## config.mk

```make
export PLATFORM = sky130hd
export DESIGN_NAME = swc_sleep_wake_controller
export DESIGN_NICKNAME = d
export VERILOG_FILES = /design/src/hdl/swc_sleep_wake_controller.v /design/src/hdl/swc_unlock_window.v /design/src/hdl/swc_wake_timer.v
export VERILOG_INCLUDE_DIRS = /design/src /design/src/hdl
export SDC_FILE = /design/constraint.sdc
export NUM_CORES = 1
export LEC_CHECK = 0
export BUFFER_PORTS_ARGS = -buffer_cell sky130_fd_sc_hd__buf_2
export CAP_MARGIN = 5
export CORE_MARGIN = 10
export CORE_UTILIZATION = 23
export CTS_BUF_LIST = sky130_fd_sc_hd__clkbuf_8
export CTS_CLUSTER_DIAMETER = 50
export DETAILED_ROUTE_END_ITERATION = 7
export SYNTH_ARGS = -nofsm -noshare
export SYNTH_HDL_FRONTEND = slang
export SYNTH_SLANG_ARGS = --single-unit
```

## constraint.sdc

```tcl
create_clock -name pclk -period 2.4 [get_ports pclk]
set_input_delay 0.36 -clock pclk [delete_from_list [all_inputs] [get_ports pclk]]
set_output_delay 0.36 -clock pclk [all_outputs]
set_load 0.05 [all_outputs]
```

## src/hdl/swc_regs.vh

```
// register offsets, field positions, codes and timing for the sleep controller
`ifndef SWC_REGS_VH
`define SWC_REGS_VH
// ****************************************************************
// register byte addresses (printed offsets are not multiples of 4)
// ****************************************************************
`define SWC_IDX_SLEEP_CONTROL     8'h00
`define SWC_IDX_REGULATOR_CONTROL 8'h01
`define SWC_IDX_STATUS            8'h02
`define SWC_ADDR_SLEEP_CONTROL    12'h000
`define SWC_ADDR_REGULATOR_CONTROL 12'h004
`define SWC_ADDR_STATUS           12'h008
// ****************************************************************
// fields and reset values
// ****************************************************************
`define SWC_SLEEP_ARM_BIT         0
`define SWC_MODE_LSB              1
`define SWC_MODE_MSB              3
`define SWC_CUT_BIT               4
`define SWC_DRIVE_LSB             0
`define SWC_DRIVE_MSB             2
`define SWC_SLEEP_CONTROL_RST     8'h00
`define SWC_REGULATOR_CONTROL_RST 8'h00
`define SWC_MODE_IDLE             3'h0
`define SWC_MODE_STANDBY          3'h1
`define SWC_MODE_DEEP_SLEEP       3'h2
`define SWC_DRIVE_AUTO            3'h0
`define SWC_DRIVE_FULL            3'h1
`define SWC_BROWNOUT_WAIT_CODE    2'h3
// ****************************************************************
// timing
// ****************************************************************
`define SWC_BASE_WAKE_CYCLES      6
`define SWC_UNLOCK_WINDOW         4
`define SWC_CLK_MHZ               20
`define SWC_OSC_START_NS          2000
`define SWC_REG_START_NS          1000
`endif

```

## src/hdl/swc_sleep_wake_controller.v

```verilog
// sleep mode selection, wake-up sequencing and regulator control
//
// Register access over APB was chosen for this implementation.
`timescale 1ns/1ps
`include "swc_regs.vh"
module swc_sleep_wake_controller #(
   parameter OSC_START_NS = `SWC_OSC_START_NS,
   parameter REG_START_NS = `SWC_REG_START_NS
) (
   pclk,
   presetn,
   psel,
   penable,
   pwrite,
   paddr,
   pwdata,
   prdata,
   pready,
   pslverr,
   sleep_instr,
   instr_retired,
   protect_key_written,
   brownout_fuse,
   brownout_ready,
   debug_break,
   standby_run_bit,
   slow_osc_used,
   slow_osc_is_main,
   wake_any_irq,
   wake_pin_change,
   wake_two_wire_match,
   wake_config_logic,
   cpu_halt,
   main_clk_run,
   slow_osc_run,
   regulator_on,
   regulator_low_power,
   hot_leakage_active,
   sleeping
);
   input  wire        pclk;
   input  wire        presetn;
   input  wire        psel;
   input  wire        penable;
   input  wire        pwrite;
   input  wire [11:0] paddr;
   input  wire [31:0] pwdata;
   output reg  [31:0] prdata;
   output reg         pready;
   output reg         pslverr;
   input  wire        sleep_instr;
   input  wire        instr_retired;
   input  wire        protect_key_written;
   input  wire [1:0]  brownout_fuse;
   input  wire        brownout_ready;
   input  wire        debug_break;
   input  wire        standby_run_bit;
   input  wire        slow_osc_used;
   input  wire        slow_osc_is_main;
   input  wire        wake_any_irq;
   input  wire        wake_pin_change;
   input  wire        wake_two_wire_match;
   input  wire        wake_config_logic;
   output reg         cpu_halt;
   output reg         main_clk_run;
   output reg         slow_osc_run;
   output reg         regulator_on;
   output reg         regulator_low_power;
   output reg         hot_leakage_active;
   output reg         sleeping;

   // least start-up times round up to whole cycles
   localparam integer OSC_CYC = (OSC_START_NS * `SWC_CLK_MHZ + 999) / 1000;
   localparam integer REG_CYC = (REG_START_NS * `SWC_CLK_MHZ + 999) / 1000;
   localparam integer BASE_CYC = `SWC_BASE_WAKE_CYCLES;

   localparam [4:0] ST_ACTIVE = 5'h01;
   localparam [4:0] ST_IDLE   = 5'h02;
   localparam [4:0] ST_STBY   = 5'h04;
   localparam [4:0] ST_DEEP   = 5'h08;
   localparam [4:0] ST_WAKE   = 5'h10;

   // ****************************************************************
   // registers
   // ****************************************************************
   reg [7:0] sleep_control_ff;
   reg [7:0] regulator_control_ff;
   reg [4:0] state_ff;
   reg [4:0] nxt_state;
   reg       stby_clk_ff;
   reg       timer_load;
   reg [11:0] timer_value;
   wire      timer_done;
   wire      unlock_open;
   wire      acc;
   wire      wr;
   wire      prot_wr;

   wire [2:0] sleep_mode_select = sleep_control_ff[`SWC_MODE_MSB:`SWC_MODE_LSB];
   wire       sleep_arm = sleep_control_ff[`SWC_SLEEP_ARM_BIT];
   wire [2:0] regulator_drive_select =
      regulator_control_ff[`SWC_DRIVE_MSB:`SWC_DRIVE_LSB];
   wire       hot_leakage_cut = regulator_control_ff[`SWC_CUT_BIT];
   wire       mode_ok = (sleep_mode_select == `SWC_MODE_IDLE) ||
                        (sleep_mode_select == `SWC_MODE_STANDBY) ||
                        (sleep_mode_select == `SWC_MODE_DEEP_SLEEP);
   wire       want_bod = (brownout_fuse == `SWC_BROWNOUT_WAIT_CODE);

   // ****************************************************************
   // wake length
   // ****************************************************************
   // the stretch is built from what is really off during this sleep,
   // so a full-drive regulator that stayed up adds no start-up time
   // and a standby that kept its clock costs only the base cycles
   localparam [11:0] BASE_LEN = BASE_CYC[11:0];
   localparam [11:0] OSC_LEN  = OSC_CYC[11:0];
   localparam [11:0] REG_LEN  = REG_CYC[11:0];
   wire [11:0] osc_part;
   wire [11:0] reg_part;
   wire [11:0] wake_len;

   // main_clk_run and regulator_on still hold their sleep-time values
   // on the edge that sees the wake event
   assign osc_part = main_clk_run ? 12'h000 : OSC_LEN;
   assign reg_part = regulator_on ? 12'h000 : REG_LEN;
   assign wake_len = BASE_LEN + osc_part + reg_part;

   assign acc     = psel && penable;
   assign wr      = acc && pwrite;
   assign prot_wr = wr && (paddr == `SWC_ADDR_REGULATOR_CONTROL);

   swc_unlock_window #(
      .N (`SWC_UNLOCK_WINDOW)
   ) u_unlock (
      .pclk          (pclk),
      .presetn       (presetn),
      .key_written   (protect_key_written),
      .instr_retired (instr_retired),
      .used          (prot_wr),
      .open          (unlock_open)
   );

   swc_wake_timer #(
      .W (12)
   ) u_timer (
      .pclk       (pclk),
      .presetn    (presetn),
      .load       (timer_load),
      .load_value (timer_value),
      .done       (timer_done)
   );

   // ****************************************************************
   // apb slave: zero wait states, unmapped reads zero with error
   // ****************************************************************
   always @(posedge pclk or negedge presetn) begin
      if (!presetn) begin
         sleep_control_ff     <= `SWC_SLEEP_CONTROL_RST;
         regulator_control_ff <= `SWC_REGULATOR_CONTROL_RST;
         prdata               <= 32'h00000000;
         pready               <= 1'b0;
         pslverr              <= 1'b0;
      end else begin
         pready  <= psel && !penable;
         pslverr <= 1'b0;
         if (psel && !penable) begin
            case (paddr)
               `SWC_ADDR_SLEEP_CONTROL:
                  prdata <= {24'h000000, 4'h0, sleep_control_ff[3:0]};
               `SWC_ADDR_REGULATOR_CONTROL:
                  prdata <= {24'h000000, 3'h0, regulator_control_ff[4],
                             1'b0, regulator_control_ff[2:0]};
               `SWC_ADDR_STATUS:
                  prdata <= {27'h0000000, state_ff};
               default: begin
                  prdata  <= 32'h00000000;
                  pslverr <= 1'b1;
               end
            endcase
         end
         if (wr && pready && paddr == `SWC_ADDR_SLEEP_CONTROL)
            sleep_control_ff <= {4'h0, pwdata[3:0]};
         // the key window closes on use, so one unlock buys one write
         if (prot_wr && pready && unlock_open)
            regulator_control_ff <= {3'h0, pwdata[4], 1'b0, pwdata[2:0]};
      end
   end

   // ****************************************************************
   // sleep state machine
   // ****************************************************************
   // no debug input other than a break alters any path below
   // deep sleep ignores every source but these three and a debug break
   wire deep_wake = wake_pin_change ||
                    (!hot_leakage_active &&
                     (wake_two_wire_match || wake_config_logic));

   always @* begin
      nxt_state   = state_ff;
      timer_load  = 1'b0;
      timer_value = 12'h000;
      case (state_ff)
         ST_ACTIVE: begin
            // reserved codes fall through: the cpu keeps running
            if (sleep_instr && sleep_arm && mode_ok) begin
               case (sleep_mode_select)
                  `SWC_MODE_IDLE:    nxt_state = ST_IDLE;
                  `SWC_MODE_STANDBY: nxt_state = ST_STBY;
                  default:           nxt_state = ST_DEEP;
               endcase
            end
         end
         ST_IDLE: begin
            if (wake_any_irq || debug_break) begin
               nxt_state   = ST_WAKE;
               timer_load  = 1'b1;
               timer_value = wake_len;
            end
         end
         ST_STBY: begin
            if (wake_any_irq || debug_break) begin
               nxt_state   = ST_WAKE;
               timer_load  = 1'b1;
               timer_value = wake_len;
            end
         end
         ST_DEEP: begin
            if (deep_wake || debug_break) begin
               nxt_state   = ST_WAKE;
               timer_load  = 1'b1;
               timer_value = wake_len;
            end
         end
         ST_WAKE: begin
            // brownout wait overlaps the count, so it only ever stretches
            if (timer_done && (!want_bod || brownout_ready))
               nxt_state = ST_ACTIVE;
         end
         default: nxt_state = ST_ACTIVE;
      endcase
   end

   always @(posedge pclk or negedge presetn) begin
      if (!presetn) begin
         state_ff    <= ST_ACTIVE;
         stby_clk_ff <= 1'b0;
      end else begin
         state_ff <= nxt_state;
         if (state_ff == ST_ACTIVE)
            stby_clk_ff <= standby_run_bit;
      end
   end

   // ****************************************************************
   // clock, regulator and cpu controls
   // ****************************************************************
   always @(posedge pclk or negedge presetn) begin
      if (!presetn) begin
         cpu_halt            <= 1'b0;
         main_clk_run        <= 1'b1;
         slow_osc_run        <= 1'b1;
         regulator_on        <= 1'b1;
         regulator_low_power <= 1'b0;
         hot_leakage_active  <= 1'b0;
         sleeping            <= 1'b0;
      end else begin
         cpu_halt <= (nxt_state != ST_ACTIVE);
         sleeping <= (nxt_state == ST_IDLE) || (nxt_state == ST_STBY) ||
                     (nxt_state == ST_DEEP);
         case (nxt_state)
            ST_IDLE: main_clk_run <= 1'b1;
            ST_STBY: main_clk_run <= stby_clk_ff;
            ST_DEEP: main_clk_run <= 1'b0;
            default: main_clk_run <= 1'b1;
         endcase
         slow_osc_run <= (nxt_state != ST_DEEP) || slow_osc_used;
         regulator_on <= !((nxt_state == ST_DEEP) ||
                           (nxt_state == ST_STBY && !stby_clk_ff)) ||
                         (regulator_drive_select == `SWC_DRIVE_FULL);
         regulator_low_power <= (regulator_drive_select == `SWC_DRIVE_AUTO) &&
                                slow_osc_is_main;
         hot_leakage_active <= (nxt_state == ST_DEEP) && hot_leakage_cut &&
            (regulator_drive_select == `SWC_DRIVE_AUTO);
      end
   end
endmodule // swc_sleep_wake_controller

```

## src/hdl/swc_unlock_window.v

```verilog
// counts instructions after the protection key to open a write window
`timescale 1ns/1ps
module swc_unlock_window #(
   parameter N = 4
) (
   pclk,
   presetn,
   key_written,
   instr_retired,
   used,
   open
);
   input  wire pclk;
   input  wire presetn;
   input  wire key_written;
   input  wire instr_retired;
   input  wire used;
   output wire open;

   reg [3:0] left_ff;

   assign open = (left_ff != 4'h0);

   always @(posedge pclk or negedge presetn) begin
      if (!presetn)
         left_ff <= 4'h0;
      else if (key_written)
         left_ff <= N[3:0];
      else if (used)
         left_ff <= 4'h0;
      else if (instr_retired && open)
         left_ff <= left_ff - 4'h1;
   end
endmodule // swc_unlock_window

```

## src/hdl/swc_wake_timer.v

```verilog
// down counter that measures one wake-up stretch
`timescale 1ns/1ps
module swc_wake_timer #(
   parameter W = 12
) (
   pclk,
   presetn,
   load,
   load_value,
   done
);
   input  wire         pclk;
   input  wire         presetn;
   input  wire         load;
   input  wire [W-1:0] load_value;
   output reg          done;

   reg [W-1:0] cnt_ff;

   always @(posedge pclk or negedge presetn) begin
      if (!presetn) begin
         cnt_ff <= {W{1'b0}};
         done   <= 1'b0;
      end else if (load) begin
         cnt_ff <= load_value;
         done   <= 1'b0;
      end else if (cnt_ff != {W{1'b0}}) begin
         cnt_ff <= cnt_ff - {{(W-1){1'b0}}, 1'b1};
         done   <= (cnt_ff == {{(W-1){1'b0}}, 1'b1});
      end
   end
endmodule // swc_wake_timer

```

# After elaboration in Yosys (flattened, before gate mapping)
# Index checks and enable logic that the tools add are counted.
totals:
  reg_bits: 72
  inputBits: 63
  output_inout_bits: 41
  elab_cells: 106
classes:
  addsub: 4
  n_eq_ne: 17
  muxes: 25
  reduce_logical: 43
ops:
  columns: ["cell", "count"]
  rows:
  - ["$mux 5", 5]
  - ["$mux 12", 2]
  - ["$pmux 5 s4", 1]
  - ["$logic_and 1x1->1", 17]
  - ["$mux 8", 2]
  - ["$pmux 8 s2", 1]
  - ["$pmux 5 s3", 1]
  - ["$eq 12x1->1 const B", 1]
  - ["$eq 12x3->1 const B", 1]
  - ["$eq 12x4->1 const B", 1]
  - ["$logic_not 12->1", 1]
  - ["$logic_or 1x1->1", 12]
  - ["$mux 4", 3]
  - ["$reduce_bool 12->1", 1]
  - ["$sub 12x1->12 const B", 1]
  - ["$eq 5x2->1 const B", 2]
  - ["$eq 5x3->1 const B", 2]
  - ["$eq 5x4->1 const B", 2]
  - ["$add 7x5->8", 1]
  - ["$pmux 4 s2", 1]
  - ["$add 3x6->7 const A", 1]
  - ["$eq 3x1->1 const B", 2]
  - ["$logic_not 3->1", 2]
  - ["$mux 1", 6]
  - ["15 further kinds", 20]

# Depth between registers and ports, before layout
depth:
  ltp_word: 11
  depth_mapped: 7
  ltp_nobuf: 6

# Modules after synthesis
# A second synthesis with hierarchy kept.
hier_totals:
  hier_cells: 286
  area_unflattened_um2: 2797.7
by_module_without_submodules:
  columns: ["module", "instances", "cells_each", "area_per_inst_um2", "seq_area_each_um2"]
  rows:
  - ["swc_sleep_wake_controller", 1, 173, 1746.7, 705.7]
  - ["swc_wake_timer", 1, 89, 814.5, 325.3]
  - ["swc_unlock_window", 1, 24, 236.5, 100.1]

# Worst setup path before layout
# No wires, ideal clock.
synth_timing:
  kind: "flip-flop to flip-flop"
  from: "register u_timer.cnt_ff[0]"
  to: "register u_timer.cnt_ff[3]"
  setup_ns: 0.125
  t_arrival_ns: 1.750
  required_ns: 2.275
  path_slack_ns: 0.525
  stages_incl_launch_ff: 8
  path_buffers: 1
  period_less_slack_ns: 1.875
  cell_sequence: "dfrtp_1 > inv_1 > ha_1 > nor3b_1 > and4_1 > buf_2 > o21ai_0 > mux2_2"
synth_between:
  elab_chain_len: 3
  word_cells_on_any_way: 5
  cone_classes: "add/sub (1); mux (2); reduce/logical (2)"
synth_rtl:
  columns: ["item", "line", "rtl"]
  rows:
  - ["start, declared", "swc_wake_timer.v:18", "reg [W-1:0] cnt_ff;"]
  - ["start signal, assigned", "swc_wake_timer.v:22", "cnt_ff <= {W{1'b0}};"]
  - ["start signal, assigned", "swc_wake_timer.v:25", "cnt_ff <= load_value;"]
  - ["start signal, assigned", "swc_wake_timer.v:28", "cnt_ff <= cnt_ff - {{(W-1){1'b0}}, 1'b1};"]
  - ["$sub 12x1->12", "swc_wake_timer.v:28", null]
  - ["$mux 12", "swc_wake_timer.v:27", "end else if (cnt_ff != {W{1'b0}}) begin"]
  - ["$mux 12", "swc_wake_timer.v:24", "end else if (load) begin"]
# Several ways; a longest one is shown, not always the timed one. The select of a mux whose other input is x is not followed.
# A chain may end at the register's enable or synchronous reset.

# Final worst setup path
layout_timing:
  from: "register u_timer.cnt_ff[1]"
  to: "register u_timer.cnt_ff[5]"
# Same word-level chain as after synthesis.

==> out/qor.csv <==
metric;value;unit
status;complete, no violations;
Comb pwr share;30.2;%
CP Capture Type;flop;
crit start category;flop;
CTS tree;yes;
Synth Register Bits;45;
Die X;127;um
CP cell instances;inv_1 -> ha_1 -> nor3b_2 -> and4_1 -> o21ai_0 -> mux2_2;
DR DRC count;0;
row count;39;
cell count after synthesis;253;
CTS Hold Bufs;0;
RSZ-0062 raised after global routing;no;
Non-Filler Instances;450;
post-synthesis sequential area ratio;42.6;%
Clock Tree Root;clkbuf_8;
fraction of layout cells with a size suffix above 1;31.6;%
Sink Count;45;
CP delay by family, top;simple AND/OR/NAND/NOR gates;
Rel. slew slack;60.4;%
WL final;6160;um
Worst Path Required;2.58;ns
ys async rst share;100;%
Hold Crit Class;in2async;
NumNets Final;375;
Worst-Margin Slew;0.594;ns
Int Power;1.35;mW
vias in the first global route;2070;
Final ANT Viol Nets;0;
fin crit share;82.7;%
io pins;104;
PortBufs;49;
Core Region;0.0114;sq mm
total CTS buffers;5;
switching part of the total;36.2;%
Final HPWL DP;4820;um
Placer Congestion;0.789;
P_sw;0.766;mW
Post-Syn Area;0.00266;sq mm
endpoints failing hold;0;
clock period minus worst slack;1.98;ns
crit path buf inv count;1;
post-route setup TNS;0;ns
Peak Freq;504;MHz
H-tree Lvls;2;
die area;0.0162;sq mm
initial antenna violation count;0;
Seq pwr share;47.1;%
most frequent cells in the layout;49 x buf_2, 41 x dfrtp_1, 27 x conb_1;
slowest stage delay, CP;0.42;ns
maximum vdd drop;0.325;mV
Synth Warn #;0;
fin util;27.0;%
Slowest cell on crit path;dfrtp_1;
placed cell count;442;
Post-synth EDFFs;0;
CP Class;reg2reg;
vias;1954;
GRT Resource Usage Total;7.58;%
WP data arrival;2.16;ns
ys flop type;dfrtp_1;
Slew Limit Fails;0;
Initial Utilization;23.4;%
Worst Hold Margin;0.145;ns
syn avg cell area;10.5;sq um
commonest non-fill, non-tap cell in the layout;buf_2;
Max Cap Viol;0;
WL/cell;13.7;um
pre-CTS setup slack;0.237;ns
first-pass GRT wire length;10300;um
Worst Setup Slack, final;0.416;ns
diodes inserted;0;
DR vias/cell;4.34;
Leak;1.44;nW
CTS Buffer Depth;2;
Die Ht;127;um
largest net degree at the start of global routing;46;
Final Skew;0.0112;ns
clk slew on worst S/H paths;0.09;ns
CP Max Fanout;6;
Clk Latency, worst-skew pair;0.30;ns
initial drt markers;105;
power per cell area;690;mW/mm^2
Final setup viols;0;
Pre-Repair DR Iteration Count;4;
distinct cell type count after synthesis;57;
global route overflow;0;
area delta synth->final;15.5;%
clock share of power;22.7;%
[flip-flops by register name (all words and copies together) (netlist names), 4 cells and up]
signal,count
sleep_control_ff,4
state_ff,5
regulator_control_ff,4
prdata,5
u_unlock.left_ff,4
u_timer.cnt_ff,12
[synthesized netlist by cell type (4+ instances only)]
library cell | number | area share, %
dfrtp_1 | 41 | 39
buf_4 | 28 | 7.9
inv_1 | 17 | 2.4
mux2_2 | 16 | 6.8
nor2_1 | 15 | 2.1
nand2_1 | 11 | 1.6
nor3_1 | 11 | 2.1
a21oi_1 | 8 | 1.5
mux2i_1 | 8 | 3.0
nand3_1 | 7 | 1.3
o21ai_0 | 7 | 1.3
ha_1 | 6 | 2.8
nand2b_1 | 6 | 1.4
dfstp_2 | 4 | 4.0
nor4_1 | 4 | 0.94
[logic make-up after synthesis]
family	after synthesis	share of synthesized area, %
buffers and inverters	49	11.0
xor gates and xnor gates	3	0.989
DFF	45	42.6
AOI/OAI and AO/OA	36	10.5
adders and majority gates	6	2.83
and+or+nand+nor	89	22.2
other	1	0.141
muxes	24	9.80
[cell type report]
class	count	area, sq um
fillers	1203	8300
multi-input cells	185	1340
flip-flops and latches	45	1130
repair buffers	52	268
well taps	143	179
clock buffers	5	68.8
inverters	17	63.8
clock inverters	3	21.3
[metrics by stage]
step,power [mW],area [sq um]
2_1_floorplan,1.51,2750
5_1_grt,2.29,3070
4_1_cts,2.13,3060
3_3_place_gp,1.62,2970
6_report,2.12,3070
3_5_place_dp,1.64,2970
[what timing repair did]
action	CTS	global route
setup buffers	0	0
gates resized for setup	0	1
setup endpoints to repair	0	3
[per-layer routing]
metal  up-vias  track usage (%)  part of all wire (%)
met1       938             8.54                    42
met3         4             2.77                   6.4
li1        966                -                     -
met2        46             12.9                    50
met4         0             2.55                   1.3
met5         -                0                     0
[power groups by stage]
stage | Sequential (mW) | Combinational (mW) | Clock [mW]
2_1_floorplan | 0.987 | 0.523 | 0
3_3_place_gp | 0.999 | 0.620 | 0
3_5_place_dp | 1.01 | 0.635 | 0
4_1_cts | 0.992 | 0.640 | 0.502
5_1_grt | 1.02 | 0.730 | 0.538
6_report | 0.998 | 0.640 | 0.480
[path summary, 6_finish.rpt]
path	from	to	slack, ns	cells after the start
max	u_timer.cnt_ff[1]	u_timer.cnt_ff[5]	0.42	6
min	presetn	u_timer.cnt_ff[6]	0.15	2
max reg2reg	u_timer.cnt_ff[1]	u_timer.cnt_ff[5]	0.42	6
min reg2reg	prdata[3]	prdata[3]	0.50	2
max in group asynchronous	presetn	cpu_halt	1.85	2
min in group pclk	slow_osc_used	slow_osc_run	0.25	2
(Power assumes the default switching activity.)
